**src/awsc_map.vh**
```
// Constants for the arbitrary-waveform store command checker.
// Assumes inclusion by bare name from the checker's design files.
`ifndef AWSC_MAP_VH
`define AWSC_MAP_VH
// Command opcodes
`define AWSC_OP_DL_POINTS 4'h0
`define AWSC_OP_DL_BINARY 4'h1
`define AWSC_OP_COPY 4'h2
`define AWSC_OP_DELETE 4'h3
`define AWSC_OP_CATALOG 4'h4
`define AWSC_OP_SAVE 4'h5
`define AWSC_OP_RECALL 4'h6
`define AWSC_OP_CAL 4'h7
`define AWSC_OP_NV_CHECK 4'h8
`define AWSC_OP_NV_ERASE 4'h9
`define AWSC_OP_NV_WRITE 4'ha
`define AWSC_OP_SELECT 4'hb
// Error codes
`define AWSC_E_NONE 10'h000
`define AWSC_E_CKS_BASE 10'h302
`define AWSC_E_ERASE 10'h306
`define AWSC_E_WRITE 10'h307
`define AWSC_E_NO_VOL 10'h30c
`define AWSC_E_FULL 10'h30d
`define AWSC_E_BUILTIN 10'h30e
`define AWSC_E_NAME 10'h30f
`define AWSC_E_SRC 10'h310
`define AWSC_E_NO_ARB 10'h311
`define AWSC_E_DEL_BI 10'h312
`define AWSC_E_DEL_ACT 10'h313
`define AWSC_E_TO_VOL 10'h314
`define AWSC_E_FEW_PTS 10'h316
`define AWSC_E_ODD 10'h320
`define AWSC_E_NO_STATE 10'h32a
`define AWSC_E_CAL_INV 10'h352
`define AWSC_E_CAL_50 10'h353
`define AWSC_E_CAL_64 10'h354
`define AWSC_E_CAL_30 10'h355
`define AWSC_E_CAL_31 10'h356
`define AWSC_E_CAL_33 10'h357
`define AWSC_E_CAL_60 10'h358
`define AWSC_E_CAL_62 10'h359
`define AWSC_E_CAL_32 10'h35a
// Waveform limits
`define AWSC_MIN_POINTS 14'h0008
`define AWSC_MAX_POINTS 14'h3e80
// Name characters
`define AWSC_CH_A 8'h41
`define AWSC_CH_Z 8'h5a
`define AWSC_CH_0 8'h30
`define AWSC_CH_9 8'h39
`define AWSC_CH_US 8'h5f
`define AWSC_NAME_MAX 4'h8
// Special name identifiers from the parser
`define AWSC_ID_VOLATILE 3'h0
`define AWSC_ID_OTHER 3'h1
`define AWSC_ID_BUILTIN 3'h2
// Calibration setup numbers
`define AWSC_CS_AM1 7'h1e
`define AWSC_CS_AM2 7'h1f
`define AWSC_CS_AM3 7'h20
`define AWSC_CS_LOAD 7'h21
`define AWSC_CS_NEGOFS 7'h32
`define AWSC_CS_SQPOS 7'h3c
`define AWSC_CS_SQDUTY 7'h3e
`define AWSC_CS_FLAT 7'h40
`define AWSC_CS_MAX 7'h56
`endif

```
**src/awsc_name_check.v**
```verilog
// Destination-name syntax checker for the waveform store.
// Assumes the name arrives as eight bytes, byte 0 first, with a length.
`include "awsc_map.vh"
module awsc_name_check #(
	parameter NAME_LEN = 8
) (
	input wire [8*NAME_LEN-1:0] name,
	input wire [3:0] name_len,
	output wire too_long,
	output wire bad_syntax
);
	wire [NAME_LEN-1:0] ok;
	genvar i;
	// Per-character class test; unused tail bytes are ignored
	generate
		for (i = 0; i < NAME_LEN; i = i + 1) begin : g_ch
			wire [7:0] c = name[8*i+7:8*i];
			wire letter = (c >= `AWSC_CH_A) && (c <= `AWSC_CH_Z);
			wire digit = (c >= `AWSC_CH_0) && (c <= `AWSC_CH_9);
			if (i == 0) begin : g_first
				assign ok[i] = letter;
			end else begin : g_rest
				wire in_use = (i < name_len);
				assign ok[i] = !in_use || digit || (c == `AWSC_CH_US);
			end
		end
	endgenerate
	// Spaces fail the class tests, so no separate blank check is needed
	assign too_long = (name_len > `AWSC_NAME_MAX);
	assign bad_syntax = (name_len == 4'h0) || !(&ok);
endmodule

```
**config.mk**
```make
export PLATFORM = sky130hd
export DESIGN_NAME = awsc_name_check
export DESIGN_NICKNAME = d
export VERILOG_FILES = /design/src/awsc_name_check.v
export VERILOG_INCLUDE_DIRS = /design/src
export SDC_FILE = /design/constraint.sdc
export NUM_CORES = 1
export LEC_CHECK = 0
export BUFFER_PORTS_ARGS = -buffer_cell sky130_fd_sc_hd__clkbuf_2
export CELL_PAD_IN_SITES_DETAIL_PLACEMENT = 1
export CELL_PAD_IN_SITES_GLOBAL_PLACEMENT = 2
export CORE_ASPECT_RATIO = 1.2
export CORE_MARGIN = 5
export CORE_UTILIZATION = 13
export DETAILED_ROUTE_END_ITERATION = 12
export PLACE_DENSITY_LB_ADDON = 0.1
export REMOVE_ABC_BUFFERS = 1
export SLEW_MARGIN = 20
export SYNTH_ARGS = -nofsm -noshare
export SYNTH_HDL_FRONTEND = slang
export SYNTH_SLANG_ARGS = --single-unit
```
**constraint.sdc**
```tcl
create_clock -name vclk -period 3
set_clock_uncertainty 0.15 [all_clocks]
set_input_delay 0.15 -clock vclk [all_inputs]
set_output_delay 0.15 -clock vclk [all_outputs]
set_load 0.01 [all_outputs]
```
==> run metrics, run 1 <==
status=complete, no violations; Final Net Count=200; Fin. Hold Viols=0; Die Wd=62.7 µm; # placed instances=167; P_int=0.0000483 W; Worst VDD drop=0.0289 mV; MaxCap Viol Count=0; routability cong.=0.663; switching share of power=0.408; max-slew violations=0; vias in the first global route=820; Max Clk Rate=591 MHz; Comb pwr share=1.000; crit path launch type=input port; # port buffers=70; count of cell types in the netlist=30; pwr dens=98.4 nW/µm²; Initial DRT Pass Iterations=2; crit path kind=input port to primary output; slew margin rel.=0.785; Slowest-stage cell, CP=nor4_2; area of the multi-input gates=425 µm²; Fillers=439; clock share of power=0; Post-Synthesis Cells=60; via count=782; core area=3280 µm²; Post-CTS Setup Bufs=0; Total GRT Usage=0.0802; Leak=0.392 nW; setup TNS=0 ns; largest net degree at the start of global routing=8; Die ar.=4590 µm²; most used cell along the critical path=clkbuf_2; Arrival @ worst endpoint=1.39 ns; CP Max Fanout=7; drt via density=4.68; crit-path leading delay family=compound AO/OA/AOI/OAI gates; Reg power frac=0; # diodes=0; remaining routing DRC violations=0; first-pass GRT wire length=3170 µm; Ports=70; FF+latch area=0 µm²; Hold-fix buffers, CTS=0; CP Buf/Inv Count=2; Row Count=23; Warnings, synthesis=0; Final ANT Viol Nets=0; Clock Buffer Count=0; Final HPWL DP=2000 µm; Final setup violation count=0; Cell Count, Final, Fillers Out=167; Mapped Area=433 µm²; Mean Syn Cell Area=7.22 µm²; share of layout cells above drive strength 1=0.577; Seq/Total Area, Yosys=0; chip height=73.2 µm; P_sw=0.0000333 W; CP required=2.70 ns; RSZ-0062 raised after global routing=false; DR WL/cell=12.4 µm; final period utilization=0.564; worst-path cell chain=clkbuf_2 -> nand2b_4 -> o32ai_2 -> o22ai_1 -> nor4_2 -> o221ai_1 -> clkbuf_2; grt ovf=0; routed wire length=2070 µm; CP peak stage delay=0.29 ns; initial antenna violation count=0; initial core utilization=0.132; Starting DRT DRC Count=6; crit path capture type=primary output; area grow syn2layout=91.6%; Post-CTS Resized=0; Worst-Margin Slew=0.318 ns; num sequential=0; final worst slack=1.31 ns; Min Clock Period, post-route=1.69 ns; Worst Hold Class=input port to primary output; pre-CTS setup slack=1.28 ns
## logic make-up after synthesis
kind of cell | synth area share
AND/OR/NAND/NOR | 0.607
AO/OA/AOI/OAI | 0.376
buffers and inverters | 0.0173
## area by class of cell
type                       count  area share
multi-input combinational     58       0.513
timing repair buffer          70       0.422
tap                           37      0.0558
inverter                       2     0.00905
## path summary, 6_finish.rpt
kind | slack [ns] | to | cells past startpoint | from
setup / recovery | 1.31 | bad_syntax | 7 | name_len[3]
hold / removal | 0.51 | bad_syntax | 4 | name[4]
## cells in the mapped netlist (2+ instances only)
| cell | number | area [µm²] |
|---|---|---|
| o21ai_0 | 8 | 40.0 |
| inv_1 | 2 | 7.51 |
| o22ai_1 | 2 | 12.5 |
| nor2b_1 | 3 | 18.8 |
| nand2_1 | 3 | 11.3 |
| nor4bb_1 | 3 | 30.0 |
| nor4b_1 | 2 | 17.5 |
| nand4_1 | 2 | 12.5 |
| nor3b_1 | 2 | 15.0 |
| nand4b_1 | 8 | 70.1 |
| o2bb2ai_1 | 2 | 17.5 |
| a31oi_1 | 3 | 18.8 |
| nor3_1 | 3 | 15.0 |
## metrics by stage
step            util  cell area [µm²]  total power, W  hold slack (ns)
2_1_floorplan      -              433       0.0000249            0.259
3_3_place_gp   0.253              830       0.0000807            0.523
3_5_place_dp   0.253              830       0.0000826            0.523
4_1_cts        0.253              830       0.0000829            0.524
5_1_grt        0.253              830       0.0000910            0.541
6_report       0.253              830       0.0000816            0.509
## per-layer routing
layer,vias up,share of wire,GRT usage
met3,0,0.087,0.0139
met1,344,0.38,0.0873
met4,0,0,0
met2,39,0.54,0.168
li1,399,-,-
met5,-,0,0
## cell usage in the layout (no fill, tap or decap)
cell / n
and2_0: 1
nand2b_4: 1
a21o_1: 1
nor4b_1: 2
o21ai_1: 1
nor3b_1: 2
nand2_1: 3
nand4b_1: 8
o221ai_1: 1
nor2b_1: 3
o32ai_1: 1
or4_1: 1
o2bb2ai_1: 2
nor4bb_1: 3
inv_1: 2
nor4_2: 1
nand4_1: 2
and2_1: 1
nand3b_1: 1
nor4_1: 1
nor2_1: 1
nor3_1: 3
a31oi_1: 3
o32ai_2: 1
a211oi_2: 1
a21oi_1: 1
o31a_2: 1
and3b_1: 1
clkbuf_2: 70
o21ai_0: 8
o22ai_1: 2
## power by group through the flow
stage / logic [W] / clock network [W] / registers [W]
detailed placement: 0.0000826 / 0 / 0
global route: 0.0000910 / 0 / 0
floorplan: 0.0000249 / 0 / 0
CTS: 0.0000829 / 0 / 0
global placement: 0.0000807 / 0 / 0
finish: 0.0000816 / 0 / 0
Note: power is estimated with default switching activity, not from simulation.
==> run 2, diff against run 1 <==
--- a/config.mk
+++ b/config.mk
@@ -11,7 +11,7 @@
 export CELL_PAD_IN_SITES_GLOBAL_PLACEMENT = 2
 export CORE_ASPECT_RATIO = 1.2
 export CORE_MARGIN = 5
-export CORE_UTILIZATION = 13
+export CORE_UTILIZATION = 12
 export DETAILED_ROUTE_END_ITERATION = 12
 export PLACE_DENSITY_LB_ADDON = 0.1
 export REMOVE_ABC_BUFFERS = 1
==> constraint.sdc (replaced) <==
create_clock -name vclk -period 1.76
set_clock_uncertainty 0.15 [all_clocks]
set_input_delay 0.088 -clock vclk [all_inputs]
set_output_delay 0.088 -clock vclk [all_outputs]
set_load 0.01 [all_outputs]
==> run 2 against run 1 <==
  * Sequential cell count did not move
  * Final cell count rose by 1.2%
  * Global-route usage rose by 0.075 points
  * Design area rose by 0.30%
  * First-iteration DRC count fell by 17%
  * Die area rose by 7.1%
  * Core utilization fell by 2.0 points
  * Wire length rose by 4.7%
  * Worst setup slack got worse by 1.1 ns
  * Combinational power rose by 72%
  * Critical path depth did not move
  * Critical path type unchanged
  * Largest cell class unchanged
  * Largest power group unchanged
  * Highest routed layer unchanged
==> run metrics, run 2 (synthesis results as in run 1) <==
most frequent cells in the layout=clkbuf_2 (70), o21ai_0 (8), nand4b_1 (8); FF+latch area=0 µm²; Final HPWL DP=2100 µm; clock share of power=0; # diodes=0; initial core utilization=0.121; Worst Hold Class=input port to primary output; slew margin rel.=0.787; routability cong.=0.587; Hold-fix buffers, CTS=0; share of layout cells above drive strength 1=0.577; M1 WL=718 µm; pwr dens=168 nW/µm²; Comb pwr share=1.000; first-pass GRT wire length=3350 µm; Min Hold Slack=0.379 ns; drt via density=4.83; max-slew violations=0; vias in the first global route=839; crit path capture type=primary output; Reg power frac=0; setup TNS=0 ns; Ports=70; grt ovf=0; crit path kind=input port to primary output; Post-CTS Setup Bufs=0; Die Wd=64.8 µm; remaining routing DRC violations=0; switching share of power=0.411; Final ANT Viol Nets=0; chip height=75.8 µm; Post-CTS Resized=0; Final Net Count=200; DR WL/cell=12.8 µm; MaxCap Viol Count=0; Fillers=460; Initial DRT Pass Iterations=4; via count=816; num sequential=0; DR WL met3=225 µm; Row Count=24; area grow syn2layout=92.2%; Worst VDD drop=0.0288 mV; CP required=1.52 ns; routed wire length=2170 µm; Worst-Margin Slew=0.315 ns; CP Max Fanout=7; status=complete, no violations; Die ar.=4910 µm²; Fin. Hold Viols=0; P_int=0.0000824 W; Final setup violation count=0; RSZ-0062 raised after global routing=false; largest net degree at the start of global routing=8; # port buffers=70; initial antenna violation count=0; max layer used=met3; Leak=0.392 nW; core area=3570 µm²; Clock Buffer Count=0; Starting DRT DRC Count=5; crit path launch type=input port; Max Clk Rate=632 MHz; P_sw=0.0000575 W; Total GRT Usage=0.0810; final period utilization=0.899; Arrival @ worst endpoint=1.34 ns; routed wl met2=1220 µm; Min Clock Period, post-route=1.58 ns; commonest non-fill, non-tap cell in the layout=clkbuf_2
-- run 2: cell counts in the layout (fill, tap and decap cells not counted) --
No cell type changed its count.
-- run 2: power groups by stage --
stage / clock network, W / registers, W / logic (W)
global placement: 0 / 0 / 0.000138
detailed placement: 0 / 0 / 0.000142
CTS: 0 / 0 / 0.000143
global route: 0 / 0 / 0.000157
floorplan: 0 / 0 / 0.0000424
finish: 0 / 0 / 0.000140
-- run 2: final timing paths --
| kind | startpoint | endpoint | slack (ns) | cells past startpoint |
|---|---|---|---|---|
| hold / removal | name[4] | bad_syntax | 0.38 | 4 |
| setup / recovery | name_len[3] | bad_syntax | 0.18 | 7 |
-- run 2: critical path: stages --
cell	delay, ns
clkbuf_2	0.14
nand2b_4	0.17
o32ai_2	0.19
o22ai_1	0.15
o32ai_1	0.31
o221ai_1	0.14
clkbuf_2	0.15
-- run 2: routing by layer --
layer  GRT usage  vias to the layer above
li1            -                      404
met1      0.0795                      374
met2       0.182                       38
met3      0.0147                        0
met4           0                        0
met5           0                        -
-- run 2: final cells by class --
type	instances	area [µm²]	share of cell area
Inverter	2	7.51	0.00902
Tap cell	39	48.8	0.0586
Multi-Input combinational cell	58	425	0.511
Timing Repair Buffer	70	350	0.421
-- run 2: through the flow --
step	power (W)	instance area [µm²]	util	std cells	setup slack, ns
2_1_floorplan	0.0000424	433	-	60	0.510
3_3_place_gp	0.000138	832	0.233	169	0.199
3_5_place_dp	0.000142	832	0.233	169	0.150
4_1_cts	0.000143	832	0.233	169	0.150
5_1_grt	0.000157	832	0.233	169	0.0508
6_report	0.000140	832	0.233	169	0.177
==> run 3, diff against run 2 <==
--- a/config.mk
+++ b/config.mk
@@ -13,7 +13,7 @@
 export CORE_MARGIN = 5
 export CORE_UTILIZATION = 12
 export DETAILED_ROUTE_END_ITERATION = 12
-export PLACE_DENSITY_LB_ADDON = 0.1
+export PLACE_DENSITY = 0.85
 export REMOVE_ABC_BUFFERS = 1
 export SLEW_MARGIN = 20
 export SYNTH_ARGS = -nofsm -noshare
==> run 3 against run 2 <==
  * Clock-buffer cell count did not move
  * Worst hold slack better by 0.037 ns
  * Fmax rose by 0.33%
  * Worst setup slack better by 0.0053 ns
  * Combinational power increased by 4%
==> run metrics, run 3 (synthesis results as in run 1) <==
crit path capture type=primary output; CP Max Fanout=2; CP Launch Point=name[38]; initial antenna violation count=0; area grow syn2layout=95.4%; DR WL/cell=14.1 µm; Worst VDD drop=0.0593 mV; remaining routing DRC violations=0; Final ANT Viol Nets=0; Leak=0.398 nW; core area=3570 µm²; DR WL met3=290 µm; # placed instances=170; RSZ-0062 raised after global routing=false; Ports=70; largest net degree at the start of global routing=7; initial core utilization=0.121; drt via density=4.85; Hold Crit Start=name[4]; Final Net Count=201; num sequential=0; final period utilization=0.896; crit path launch type=input port; first-pass GRT wire length=3840 µm; Clock Buffer Count=0; FF+latch area=0 µm²; crit path kind=input port to primary output; Final setup violation count=0; setup TNS=0 ns; slew margin rel.=0.768; Starting DRT DRC Count=2; routed wire length=2400 µm; Fillers=465; Min Clock Period, post-route=1.58 ns; Die ar.=4910 µm²; Cell Count, Final, Fillers Out=170; Final HPWL DP=2280 µm; Max Clk Rate=634 MHz; max-slew violations=0; vias in the first global route=912; commonest non-fill, non-tap cell in the layout=clkbuf_2; routed wl met2=1300 µm; chip height=75.8 µm; Row Count=24; M1 WL=788 µm; Total GRT Usage=0.0949; max layer used=met4; via count=825; pwr dens=171 nW/µm²; Worst-Margin Slew=0.345 ns; Arrival @ worst endpoint=1.34 ns; share of layout cells above drive strength 1=0.588; Die Wd=64.8 µm; area of the multi-input gates=432 µm²; grt ovf=0; most frequent cells in the layout=clkbuf_2 (70), o21ai_0 (8), nand4b_1 (8); Initial DRT Pass Iterations=4; status=complete, no violations; routability cong.=0.726; MaxCap Viol Count=0; Fin. Hold Viols=0; # port buffers=70; # diodes=0; CP required=1.52 ns; Worst Hold Class=input port to primary output
[run 3: worst paths after layout]
check                         to  slack, ns  cells past startpoint
worst max-delay path  bad_syntax       0.18                      7
worst min-delay path  bad_syntax       0.42                      4
[run 3: area by class of cell]
type | count | area share
inverter | 2 | 0.00888
timing repair buffer | 71 | 0.423
tap | 39 | 0.0577
multi-input combinational | 58 | 0.510
[run 3: layer usage]
| metal | global-route usage | vias up |
|---|---|---|
| met4 | 0.00704 | 0 |
| met2 | 0.211 | 51 |
| met1 | 0.0883 | 370 |
| met3 | 0.0236 | 2 |
| li1 | - | 402 |
| met5 | 0 | - |
[run 3: where the power goes]
| part | switching [W] | total [W] | internal (W) | leakage, nW |
|---|---|---|---|---|
| registers | 0 | 0 | 0 | 0 |
| logic | 0.0000603 | 0.000145 | 0.0000846 | 0.398 |
| clock network | 0 | 0 | 0 | 0 |
[run 3: through the flow]
step	instance area, µm²	utilization	hold slack (ns)	worst slack [ns]	total power, W
6_report	846	0.237	0.416	0.183	0.000145
5_1_grt	846	0.237	0.459	0.000276	0.000161
4_1_cts	840	0.235	0.438	0.142	0.000145
3_5_place_dp	840	0.235	0.432	0.139	0.000145
3_3_place_gp	840	0.235	0.405	0.198	0.000136
2_1_floorplan	433	-	0.135	0.510	0.0000424
[run 3: repair_timing]
action                     in CTS  in global routing
setup buffers                   0                  0
hold buffers                    0                  0
resized for setup               0                  1
setup endpoints to repair       0                  1
[run 3: critical path, cell delays in order]
cell and delay (ns):
clkbuf_2 0.10, nor4bb_2 0.25, and2_0 0.16, o22ai_1 0.13
nor4_2 0.29, o221ai_1 0.16, clkbuf_2 0.16
